$ cat src/rtl/pwr_mon_cfg.svh
// Purpose: Offsets, field positions, reset values and timing figures of the power monitor result block.
// Assumes: One 200 MHz system clock; register words are 16 bits wide.
// Notes:   Definitions only; include by bare name.
`ifndef PWR_MON_CFG_SVH
`define PWR_MON_CFG_SVH

// Register pointer values.
`define OFS_CONFIG        8'h00
`define OFS_SHUNT_RESULT  8'h01
`define OFS_BUS_RESULT    8'h02
`define OFS_POWER_RESULT  8'h03
`define OFS_CURRENT_RESULT 8'h04
`define OFS_SHUNT_CAL     8'h05

// Configuration word fields, given by their low bit.
`define CFG_MODE_LSB      0
`define CFG_SENSE_CT_LSB  3
`define CFG_RAIL_CT_LSB   6
`define CFG_AVG_LSB       9
`define CFG_RANGE_BIT     12
`define CFG_RSVD_LSB      13
`define CFG_RST_BIT       15

// Reset and fixed values.
`define CFG_RESET         16'h4127
`define CFG_RSVD_VALUE    2'h2
`define RESULT_RESET      16'h0000
`define CAL_RESET         15'h0000

// Fixed point scaling of the derived results.
`define CURRENT_SHIFT     11
`define POWER_SHIFT       15

// Clock rate and conversion times in microseconds.
`define CLK_MHZ           200
`define CT_US_0           140
`define CT_US_1           204
`define CT_US_2           332
`define CT_US_3           588
`define CT_US_4           1100
`define CT_US_5           2116
`define CT_US_6           4156
`define CT_US_7           8244

`endif

$ cat src/rtl/pwr_mon_pkg.sv
// Purpose: Types shared by the power monitor result block and its users.
// Assumes: Constants come from pwr_mon_cfg.svh.
// Notes:   Whole block state is one packed struct.
package pwr_mon_pkg;

	// Conversion sequencer states.
	typedef enum logic [0:0] {ST_IDLE, ST_CONV} seq_state_t;

	// One register access from the serial bus engine.
	typedef struct packed {
		logic        wr;
		logic [7:0]  addr;
		logic [15:0] wdata;
	} reg_req_t;

	// Codes offered by the converter front end.
	typedef struct packed {
		logic [15:0] shunt_code;
		logic [15:0] rail_code;
	} adc_sample_t;

	// Complete block state.
	typedef struct packed {
		seq_state_t  fsm;
		logic [15:0] cfg;
		logic [14:0] cal;
		logic [15:0] shunt;
		logic [15:0] bus;
		logic [15:0] cur;
		logic [15:0] pwr;
		logic [23:0] cnt;
		logic [10:0] nsamp;
		logic [25:0] acc_sh;
		logic [25:0] acc_bus;
		logic        armed;
		logic        ch;
		logic        upd;
		logic [15:0] rdata;
	} core_state_t;

endpackage

$ cat src/rtl/power_monitor_result_regs.sv
// Purpose: Mode control, conversion sequencing, averaging and result registers of a power monitor.
// Assumes: Serial bus engine presents one word access per cycle; converter codes are valid when sampled.
// Notes:   Read data follows the pointer one cycle later.
`timescale 1ns/1ps
`include "pwr_mon_cfg.svh"

module power_monitor_result_regs #(
	parameter int unsigned CYC_PER_US = `CLK_MHZ
) (
	input  wire logic                      clk_sys,
	input  wire logic                      srst,
	input  wire pwr_mon_pkg::reg_req_t     req,
	output logic [15:0]                    rdata,
	input  wire pwr_mon_pkg::adc_sample_t  adc,
	output logic                           conv_active,
	output logic                           conv_rail,
	output logic                           range_narrow
);

	pwr_mon_pkg::core_state_t q;
	pwr_mon_pkg::core_state_t d;
	logic [2:0]  mode;
	logic        run;
	logic        trig_mode;
	logic        cont_mode;
	logic [23:0] tgt;
	logic [3:0]  avg_sh;
	logic        last_ch;
	logic        cfg_wr;
	logic        cal_wr;
	logic [25:0] acc_sh_n;
	logic [25:0] acc_bus_n;
	logic [25:0] sh_avg;

	// Reset image of the whole state.
	function automatic pwr_mon_pkg::core_state_t init_state();
		pwr_mon_pkg::core_state_t s;
		s       = '0;
		s.fsm   = pwr_mon_pkg::ST_IDLE;
		s.cfg   = `CFG_RESET;
		s.cal   = `CAL_RESET;
		s.shunt = `RESULT_RESET;
		s.bus   = `RESULT_RESET;
		s.cur   = `RESULT_RESET;
		s.pwr   = `RESULT_RESET;
		return s;
	endfunction

	// Conversion time code to clock cycles.
	function automatic logic [23:0] ct_cycles(input logic [2:0] code);
		int unsigned us;
		unique case (code)
			3'h0: us = `CT_US_0;
			3'h1: us = `CT_US_1;
			3'h2: us = `CT_US_2;
			3'h3: us = `CT_US_3;
			3'h4: us = `CT_US_4;
			3'h5: us = `CT_US_5;
			3'h6: us = `CT_US_6;
			3'h7: us = `CT_US_7;
		endcase
		return 24'(us * CYC_PER_US);
	endfunction

	// Averaging code to shift; sample counts are all powers of two.
	function automatic logic [3:0] avg_shift(input logic [2:0] code);
		unique case (code)
			3'h0: return 4'h0;
			3'h1: return 4'h2;
			3'h2: return 4'h4;
			3'h3: return 4'h6;
			3'h4: return 4'h7;
			3'h5: return 4'h8;
			3'h6: return 4'h9;
			3'h7: return 4'ha;
		endcase
	endfunction

	// Current is the signed shunt reading scaled by calibration; the shift fixes its weight.
	function automatic logic [15:0] calc_current(input logic [15:0] sh, input logic [14:0] cal);
		logic signed [31:0] prod;
		prod = $signed(sh) * $signed({1'b0, cal});
		return prod[`CURRENT_SHIFT +: 16];
	endfunction

	// Power uses the magnitude of current, so the result is never negative.
	function automatic logic [15:0] calc_power(input logic [15:0] cur, input logic [15:0] bus);
		logic [15:0] mag;
		logic [31:0] prod;
		mag  = cur[15] ? 16'(-cur) : cur;
		prod = mag * bus;
		return prod[`POWER_SHIFT +: 16];
	endfunction

	// Mode decoding; the two shutdown codes both leave the low pair zero.
	always_comb begin
		mode      = q.cfg[`CFG_MODE_LSB +: 3];
		trig_mode = !mode[2] && (mode[1:0] != 2'h0);
		cont_mode = mode[2] && (mode[1:0] != 2'h0);
		run       = cont_mode || (trig_mode && q.armed);
		tgt       = ct_cycles(q.ch ? q.cfg[`CFG_RAIL_CT_LSB +: 3] : q.cfg[`CFG_SENSE_CT_LSB +: 3]);
		avg_sh    = avg_shift(q.cfg[`CFG_AVG_LSB +: 3]);
		last_ch   = q.ch || !mode[1];
		cfg_wr    = req.wr && (req.addr == `OFS_CONFIG);
		cal_wr    = req.wr && (req.addr == `OFS_SHUNT_CAL);
	end

	// Next state: read mux, conversion sequencer, averaging, then host writes which take priority.
	always_comb begin
		d         = q;
		d.upd     = 1'b0;
		acc_sh_n  = q.acc_sh;
		acc_bus_n = q.acc_bus;
		sh_avg    = 26'h0;
		unique case (req.addr)
			`OFS_CONFIG:         d.rdata = q.cfg;
			`OFS_SHUNT_RESULT:   d.rdata = q.shunt;
			`OFS_BUS_RESULT:     d.rdata = q.bus;
			`OFS_POWER_RESULT:   d.rdata = q.pwr;
			`OFS_CURRENT_RESULT: d.rdata = q.cur;
			`OFS_SHUNT_CAL:      d.rdata = {1'b0, q.cal};
			default:             d.rdata = 16'h0000;
		endcase
		unique case (q.fsm)
			pwr_mon_pkg::ST_IDLE: begin
				if (run) begin
					d.fsm = pwr_mon_pkg::ST_CONV;
					d.cnt = 24'h0;
					d.ch  = !mode[0];
				end
			end
			pwr_mon_pkg::ST_CONV: begin
				if (q.cnt >= tgt - 24'h1) begin
					// Front end code is taken as is: one shunt count is one 2.5 uV step.
					if (q.ch) begin
						acc_bus_n = q.acc_bus + {10'h0, adc.rail_code};
					end else begin
						acc_sh_n = q.acc_sh + {{10{adc.shunt_code[15]}}, adc.shunt_code};
					end
					d.acc_sh  = acc_sh_n;
					d.acc_bus = acc_bus_n;
					d.cnt     = 24'h0;
					d.ch      = last_ch ? !mode[0] : 1'b1;
					if (last_ch) begin
						d.nsamp = q.nsamp + 11'h1;
						if (q.nsamp == (11'h1 << avg_sh) - 11'h1) begin
							// Averaged results land together, only once the count is reached.
							d.upd     = 1'b1;
							d.nsamp   = 11'h0;
							d.acc_sh  = 26'h0;
							d.acc_bus = 26'h0;
							if (mode[0]) begin
								sh_avg  = 26'($signed(acc_sh_n) >>> avg_sh);
								d.shunt = sh_avg[15:0];
							end
							if (mode[1]) begin
								d.bus = {1'b0, 15'(acc_bus_n >> avg_sh)};
							end
							d.cur = calc_current(d.shunt, q.cal);
							d.pwr = calc_power(d.cur, d.bus);
							if (trig_mode) begin
								d.armed = 1'b0;
								d.fsm   = pwr_mon_pkg::ST_IDLE;
							end
						end
					end
				end else begin
					d.cnt = q.cnt + 24'h1;
				end
				if (!run) begin
					d.fsm = pwr_mon_pkg::ST_IDLE;
				end
			end
		endcase
		// A configuration write restarts the sequence; writes to result offsets fall through unused.
		if (cfg_wr) begin
			if (req.wdata[`CFG_RST_BIT]) begin
				d = init_state();
			end else begin
				d.cfg     = {1'b0, `CFG_RSVD_VALUE, req.wdata[`CFG_RANGE_BIT:0]};
				d.fsm     = pwr_mon_pkg::ST_IDLE;
				d.cnt     = 24'h0;
				d.nsamp   = 11'h0;
				d.acc_sh  = 26'h0;
				d.acc_bus = 26'h0;
				d.armed   = !req.wdata[2] && (req.wdata[1:0] != 2'h0);
			end
		end
		if (cal_wr) begin
			d.cal = req.wdata[14:0];
		end
	end

	// State register.
	always_ff @(posedge clk_sys) begin
		if (srst) begin
			q <= init_state();
		end else begin
			q <= d;
		end
	end

	assign rdata        = q.rdata;
	assign conv_active  = (q.fsm == pwr_mon_pkg::ST_CONV);
	assign conv_rail    = q.ch;
	assign range_narrow = q.cfg[`CFG_RANGE_BIT];

	// Checks on reset values, register access, mode handling and the derived results.
	a_reset_defaults: assert property (@(posedge clk_sys)
		srst |=> (q.cfg == `CFG_RESET) && (q.shunt == `RESULT_RESET) && (q.cal == `CAL_RESET))
		else $error("defaults wrong after reset");
	a_bus_msb_zero: assert property (@(posedge clk_sys) disable iff (srst)
		q.bus[15] == 1'b0)
		else $error("bus result bit 15 set");
	a_cal_rsvd_zero: assert property (@(posedge clk_sys) disable iff (srst)
		$past(req.addr) == `OFS_SHUNT_CAL |-> rdata[15] == 1'b0)
		else $error("calibration bit 15 read as one");
	a_cal_write_takes: assert property (@(posedge clk_sys) disable iff (srst)
		req.wr && req.addr == `OFS_SHUNT_CAL |=> q.cal == $past(req.wdata[14:0]))
		else $error("calibration write lost");
	a_results_read_only: assert property (@(posedge clk_sys) disable iff (srst)
		!q.upd && !(cfg_wr && req.wdata[15]) ##0 !d.upd
		|=> $stable(q.shunt) && $stable(q.bus) && $stable(q.cur) && $stable(q.pwr))
		else $error("result changed without update");
	a_shutdown_idle: assert property (@(posedge clk_sys) disable iff (srst)
		q.cfg[1:0] == 2'h0 && !cfg_wr ##1 q.cfg[1:0] == 2'h0 |-> !conv_active)
		else $error("converting in shutdown");
	a_single_stops: assert property (@(posedge clk_sys) disable iff (srst)
		q.upd && !q.cfg[2] && !$past(cfg_wr) |-> !q.armed && !conv_active)
		else $error("single shot kept running");
	a_current_calc: assert property (@(posedge clk_sys) disable iff (srst)
		q.upd |-> q.cur == calc_current(q.shunt, $past(q.cal)))
		else $error("current not shunt times calibration");
	a_power_calc: assert property (@(posedge clk_sys) disable iff (srst)
		q.upd |-> q.pwr == calc_power(q.cur, q.bus))
		else $error("power not current times bus");
	a_conv_time: assert property (@(posedge clk_sys) disable iff (srst)
		conv_active && q.cnt == 24'h0 && !cfg_wr |=> conv_active || q.upd)
		else $error("conversion ended at once");

endmodule

$ cat config.mk
export PLATFORM = sky130hd
export DESIGN_NAME = power_monitor_result_regs
export DESIGN_NICKNAME = d
export VERILOG_FILES = /design/src/rtl/pwr_mon_pkg.sv /design/src/rtl/power_monitor_result_regs.sv
export VERILOG_INCLUDE_DIRS = /design/src /design/src/rtl
export SDC_FILE = /design/constraint.sdc
export NUM_CORES = 2
export LEC_CHECK = 0
export BUFFER_PORTS_ARGS = -buffer_cell sky130_fd_sc_hd__clkbuf_2
export CORE_ASPECT_RATIO = 0.7
export CORE_MARGIN = 2
export CORE_UTILIZATION = 60
export DETAILED_ROUTE_END_ITERATION = 7
export GPL_TIMING_DRIVEN = 0
export PLACE_DENSITY = 0.81
export SYNTH_ARGS = -nofsm -noshare
export SYNTH_HDL_FRONTEND = slang
export SYNTH_SLANG_ARGS = --single-unit
$ cat constraint.sdc
create_clock -name clk_sys -period 42.7 [get_ports clk_sys]
set_clock_uncertainty 0.1 [all_clocks]
set_input_delay 2.135 -clock clk_sys [delete_from_list [all_inputs] [get_ports clk_sys]]
set_output_delay 2.135 -clock clk_sys [all_outputs]
set_load 0.01 [all_outputs]
# Word-level counts from Yosys, hierarchy flattened
# Memory sizes are Yosys's and may differ from the RTL's. A register that Yosys moved wholly into a read port is not among the register bits.
# Index checks and enable logic that the tools add are counted.
# word_totals
reg_bits	201
latchBits	0
mem_bits_rw	0
mem_bits_ro	120
in_bits	59
n_memories	2
# mem_list
memory	depth	width	read_ports	rd_clocked_by_memory_dff	write_ports	line_no	rtl
(no name shown)	8	11	1	0	0	power_monitor_result_regs.sv:52	unique case (code)
(no name shown)	8	4	1	1	0	power_monitor_result_regs.sv:67	unique case (code)
# op_classes
addsub	7
mul	3
div	0
n_lt_le_gt_ge	1
n_eq_ne	7
shift	3
n_mux	52
bitwise	1
n_reduce_logical	26
# op_table
op	n
64-bit 2-to-1 mux	7
202-bit 2-to-1 mux	1
16-bit 2-to-1 mux	11
26-bit 2-to-1 mux	6
16-bit one-hot mux with 6 select lines	1
79-bit 2-to-1 mux	1
66-bit 2-to-1 mux	1
24-bit 2-to-1 mux	2
24-bit one-hot mux with 2 select lines	1
32-bit by 5-bit multiplier with 21-bit output, second input constant	1
16-bit by 16-bit multiplier with 31-bit output	1
16-bit by 16-bit multiplier with 27-bit output	1
26-bit by 16-bit adder with 26-bit output	1
26-bit adder	1
26-bit by 4-bit >> shifter with 15-bit output	1
26-bit by 4-bit >>> shifter with 16-bit output	1
24-bit by 1-bit adder with 24-bit output, second input constant	1
24-bit >= comparator	1
24-bit by 1-bit subtractor with 24-bit output, second input constant	1
18-bit 2-to-1 mux	1
2-bit nonzero test	9
8-bit by 2-bit equality test with 1-bit output, second input constant	2
8-bit by 3-bit equality test with 1-bit output, second input constant	2
16-bit negation	1
other kinds (19)	44

# Longest topological paths before layout
# An unclocked memory read counts as a cell.
# logic_depth
ltp_word	24
depth_mapped	73
mapped_depth_nobuf	67

# Worst setup path after synthesis
# No wires, ideal clock.
# synth_timing
path_type	input to register
startpoint	input adc[16] in the netlist's numbering
endpoint	register q[120] in the netlist's numbering
setup_time_ns	0.132
t_arrival_ns	17.130
required_time_ns	42.468
setup_slack_ns	25.338
cell_stages	62
path_buffers	4
path_cell_list	ha_1 -> fa_1 -> a211oi_4 -> o211ai_1 -> a21oi_2 -> nor3_1 -> or4b_1 -> and2_1 -> a21oi_1 -> a22o_1 -> mux2i_1 -> mux2i_1 -> clkbuf_1 -> nand2_1 -> fa_1 -> fa_1 -> fa_1 -> inv_1 -> (+26 left out) -> fa_1 -> fa_1 -> inv_1 -> fa_1 -> inv_1 -> ha_1 -> a21o_1 -> a21o_1 -> a21o_1 -> a21o_1 -> a21o_1 -> a21oi_1 -> inv_1 -> o21ai_1 -> a211oi_2 -> or3_1 -> nand3_1 -> a21oi_1
# synth_via
elab_chain_cells	20
# synth_rtl
item	line_no	rtl
start: declaration	power_monitor_result_regs.sv:14	input wire pwr_mon_pkg::adc_sample_t adc,
26-bit adder (*)	power_monitor_result_regs.sv:138	acc_sh_n = q.acc_sh + {{10{adc.shunt_code[15]}}, adc.shunt_code};
26-bit 2-to-1 mux (*)	power_monitor_result_regs.sv:135	if (q.ch) begin
26-bit 2-to-1 mux (*)	power_monitor_result_regs.sv:133	if (q.cnt >= tgt - 24'h1) begin
26-bit 2-to-1 mux (*)	power_monitor_result_regs.sv:124	unique case (q.fsm)
26-bit by 4-bit >>> shifter with 16-bit output (*)	power_monitor_result_regs.sv:153	sh_avg = 26'($signed(acc_sh_n) >>> avg_sh);
16-bit 2-to-1 mux (*)	power_monitor_result_regs.sv:152	if (mode[0]) begin
16-bit 2-to-1 mux (*)	power_monitor_result_regs.sv:146	if (q.nsamp == (11'h1 << avg_sh) - 11'h1) begin
16-bit 2-to-1 mux (*)	power_monitor_result_regs.sv:144	if (last_ch) begin
(+4 left out)	--	
16-bit 2-to-1 mux (*)	power_monitor_result_regs.sv:90	mag = cur[15] ? 16'(-cur) : cur;
16-bit by 16-bit multiplier with 31-bit output (*)	power_monitor_result_regs.sv:91	prod = mag * bus;
64-bit 2-to-1 mux (*)	power_monitor_result_regs.sv:146	
64-bit 2-to-1 mux (*)	power_monitor_result_regs.sv:144	
64-bit 2-to-1 mux (*)	power_monitor_result_regs.sv:133	
64-bit 2-to-1 mux (*)	power_monitor_result_regs.sv:124	
79-bit 2-to-1 mux	power_monitor_result_regs.sv:177	if (req.wdata[`CFG_RST_BIT]) begin
202-bit 2-to-1 mux (*)	power_monitor_result_regs.sv:176	if (cfg_wr) begin
end signal: assignment	power_monitor_result_regs.sv:197	q <= init_state();
end: declaration	power_monitor_result_regs.sv:20	pwr_mon_pkg::core_state_t q;
# Every way passes the cells marked *; elsewhere a longest branch is shown, timed or not. The select of a mux whose other input is x is not followed.
# A chain may end at the register's enable or synchronous reset.

# Final worst setup path
# Same ends and word-level chain as after synthesis.

==> flow_metrics.env <==
export IMPL_status="finished with violations"
export IMPL_violations="max-capacitance violations, max-slew violations"
export IMPL_path_class="in2reg"
export IMPL_yosysTopAreaCell="fa_1"
export IMPL_slew_headroom_pct=-0.591
export IMPL_grt_usage_pct=40.2
export IMPL_io_pins=78
export IMPL_fin_crit_sh_pct=47.9
export IMPL_n_fill_cell=4880
export IMPL_place_gp_congestion=1.06
export IMPL_start_util_pct=60.7
export IMPL_htreeDepth=1
export IMPL_area_delta_synth_final_pct=6.21
export IMPL_vias=31900
export IMPL_cpMostUsedCell="fa_1"
export IMPL_cp_start_kind="input port"
export IMPL_critPathRequiredTime_ns=43.00
export IMPL_synth_edf_count=0
export IMPL_worst_path_buf_inv=9
export IMPL_slowest_delay_ns=1.11
export IMPL_final_hold_viol_count=0
export IMPL_netlist_area_leader_share_pct=24.2
export IMPL_grt_pass1_vias=30100
export IMPL_synth_cell_types=106
export IMPL_wl_met2_mm=44.6
export IMPL_ant_nets=0
export IMPL_hp_class="reg2reg"
export IMPL_grt_pass1_wl_mm=178
export IMPL_dieWidth_um=286
export IMPL_first_pass_iters=8
export IMPL_synth_avg_cell_area_um2=8.03
export IMPL_wl_met1_mm=49.3
export IMPL_worst_r2r_path_depth=61
export IMPL_tns_ns=0
export IMPL_rows=72
export IMPL_synth_area_um2=33500
export IMPL_clock_path_buffers=3
export IMPL_setup_viol_count_final=0
export IMPL_multi_input_area_um2=26400
export IMPL_post_route_drc_count=0
export IMPL_placedCellCount=4990
export IMPL_cts_setup_buffers=0
export IMPL_route_met3_wl_mm=18.3
export IMPL_grt_overflow=0
export IMPL_drv_cap=1
export IMPL_hold_depth=2
export IMPL_antenna_found_initial=8
export IMPL_drt_iter0_drc=4685
export IMPL_yosys_warnings=0
export IMPL_portBuffers=74
export IMPL_drt_wl_total_mm=116
export IMPL_dp_slack_ns=21.98
export IMPL_tightest_slew_ns=1.49
export IMPL_clkSlewWorstSetupHoldPaths_ns=0.07
export IMPL_final_nets=5000
export IMPL_layout_drive_gt1_share_pct=6.62
export IMPL_rsz0062_at_grt="false"
export IMPL_p_leak_nw=16.3
export IMPL_arrival_ns=20.74
export IMPL_holdWs_ns=0.361
export IMPL_slew_viol_final=1
export IMPL_path_max_fanout=10
export IMPL_synthTopCellsByCount="inv_1 (534), nand2_1 (498), fa_1 (405)"
export IMPL_synth_ff_type="dfxtp_1"
export IMPL_netlist_instances=4175
export IMPL_clock_latency_ns=0.55
export IMPL_vdd_drop_max_v=0.0000198
export IMPL_instances_no_fill=5033
export IMPL_holdBufCountCts=0
export IMPL_ys_seq_elements=202
export IMPL_ys_seq_area_share_pct=12.1
export IMPL_end_kind="flip-flop"
export IMPL_dp_hpwl_mm=94.5
export IMPL_critPathTopFamily="adder cells"
export IMPL_viasPerCell=6.34
export IMPL_syn_num_nets=4901
export IMPL_grt_max_degree=17
export IMPL_synth_area_top_cells="fa_1 (24%), dfxtp_1 (12%), ha_1 (9.8%)"
export IMPL_regArea_um2=4040
export IMPL_cts_repair_resized=0
export IMPL_cts_sinks=202
export IMPL_top_layer="met5"
export IMPL_layout_setup_ws_ns=22.26
export IMPL_cp_num_cells=60
export IMPL_numCtsBuffers=21
export IMPL_async_reset_ff_share_pct=0
export IMPL_core_area_um2=55200
export IMPL_synthMostInstantiatedCell="inv_1"
export IMPL_fmax_mhz=48.9
export IMPL_wire_per_inst_um=23.0
export IMPL_cts_root_buffer_cell="clkbuf_16"
export IMPL_dieArea_um2=57800
export IMPL_p_per_area_nw_per_um2=12.6
export IMPL_layout_min_cycle_time_ns=20.44
export IMPL_cp_slowest_cell="xnor2_1"
export IMPL_cts_tree="done"
export IMPL_die_h_um=202
[power breakdown]
part            total, W  switching (W)  internal [W]
logic          0.0000512      0.0000364     0.0000148
clock network   0.000209      0.0000948      0.000114
registers       0.000189    0.000000276      0.000188
total           0.000449       0.000131      0.000317
[registers in the layout, summed over array words and instances (netlist names)]
register and cells:
q 176, rdata 16, avg_sh 4, mode 3, conv_active 1, conv_rail 1, range_narrow 1
[final cells by class]
cell class | instances | share of cell area (%)
antenna | 4 | 0.0281
multi-input combinational | 3199 | 74.3
buffer | 238 | 2.92
tap | 740 | 2.60
timing repair buffer | 76 | 1.09
sequential | 202 | 11.4
inverter | 536 | 5.65
clock buffer | 23 | 1.55
clock inverter | 15 | 0.517
[cell families after synthesis]
kind of cell | after synthesis | share of synthesized area, %
simple gates | 1454 | 20.4
mux | 122 | 4.28
compound gates | 825 | 16.6
flops | 202 | 12.1
buf+inv | 774 | 9.10
fa+ha+maj | 667 | 34.0
xor+xnor | 131 | 3.50
[placed cells by master, fill, tap and decap left out, types with 25 or more instances in the layout]
cell / netlist / routed
o21ai_0: 112 / 112
o211ai_1: 37 / 37
a21o_1: 44 / 44
dfxtp_1: 202 / 202
nand3_1: 69 / 69
a211oi_1: 50 / 50
a21oi_1: 253 / 253
a31oi_1: 25 / 25
and3_1: 41 / 41
mux2i_1: 78 / 78
xor2_1: 52 / 52
nor2b_1: 55 / 55
buf_2: 26 / 26
clkbuf_1: 161 / 161
buf_4: 24 / 25
fa_1: 405 / 405
ha_1: 262 / 262
nor3_1: 61 / 61
mux2_2: 30 / 30
a22oi_1: 68 / 68
nand2b_1: 44 / 44
xnor2_1: 77 / 76
clkbuf_2: 0 / 74
nand2_1: 498 / 498
and2_1: 132 / 132
inv_1: 534 / 534
nor2_1: 399 / 399
[path summary, 6_finish.rpt]
kind	slack (ns)	endpoint	startpoint
worst max-delay path	22.26	q[120]$_SDFF_PP0_	adc[16]
worst min-delay path	0.36	q[104]$_SDFFE_PP0P_	q[104]$_SDFFE_PP0P_
worst max register to register	22.53	q[120]$_SDFF_PP0_	conv_rail$_SDFF_PP0_
worst min register to register	0.36	q[104]$_SDFFE_PP0P_	q[104]$_SDFFE_PP0P_
[metal layers]
metal | vias up | GRT usage (%)
li1 | 14100 | -
met3 | 260 | 14.6
met1 | 15300 | 60.1
met5 | - | 0
met2 | 2212 | 54.0
met4 | 4 | 10.5
[tightest hold or removal path, delay by kind of cell (launching register included)]
family           cells  cell delay (ns)
flip-flops           1             0.31
AND/OR/NAND/NOR      1             0.05
AO/OA/AOI/OAI        1             0.05
[per-stage QoR]
stage	cell area [um^2]	power (W)	utilization (%)
detailed placement	34800	0.000241	63.1
finish	35600	0.000449	64.5
global route	35600	0.000456	64.4
floorplan	33500	0.000223	-
CTS	35600	0.000443	64.4
global placement	34800	0.000241	63.0
No activity file was read; power rests on OpenSTA's default activity.
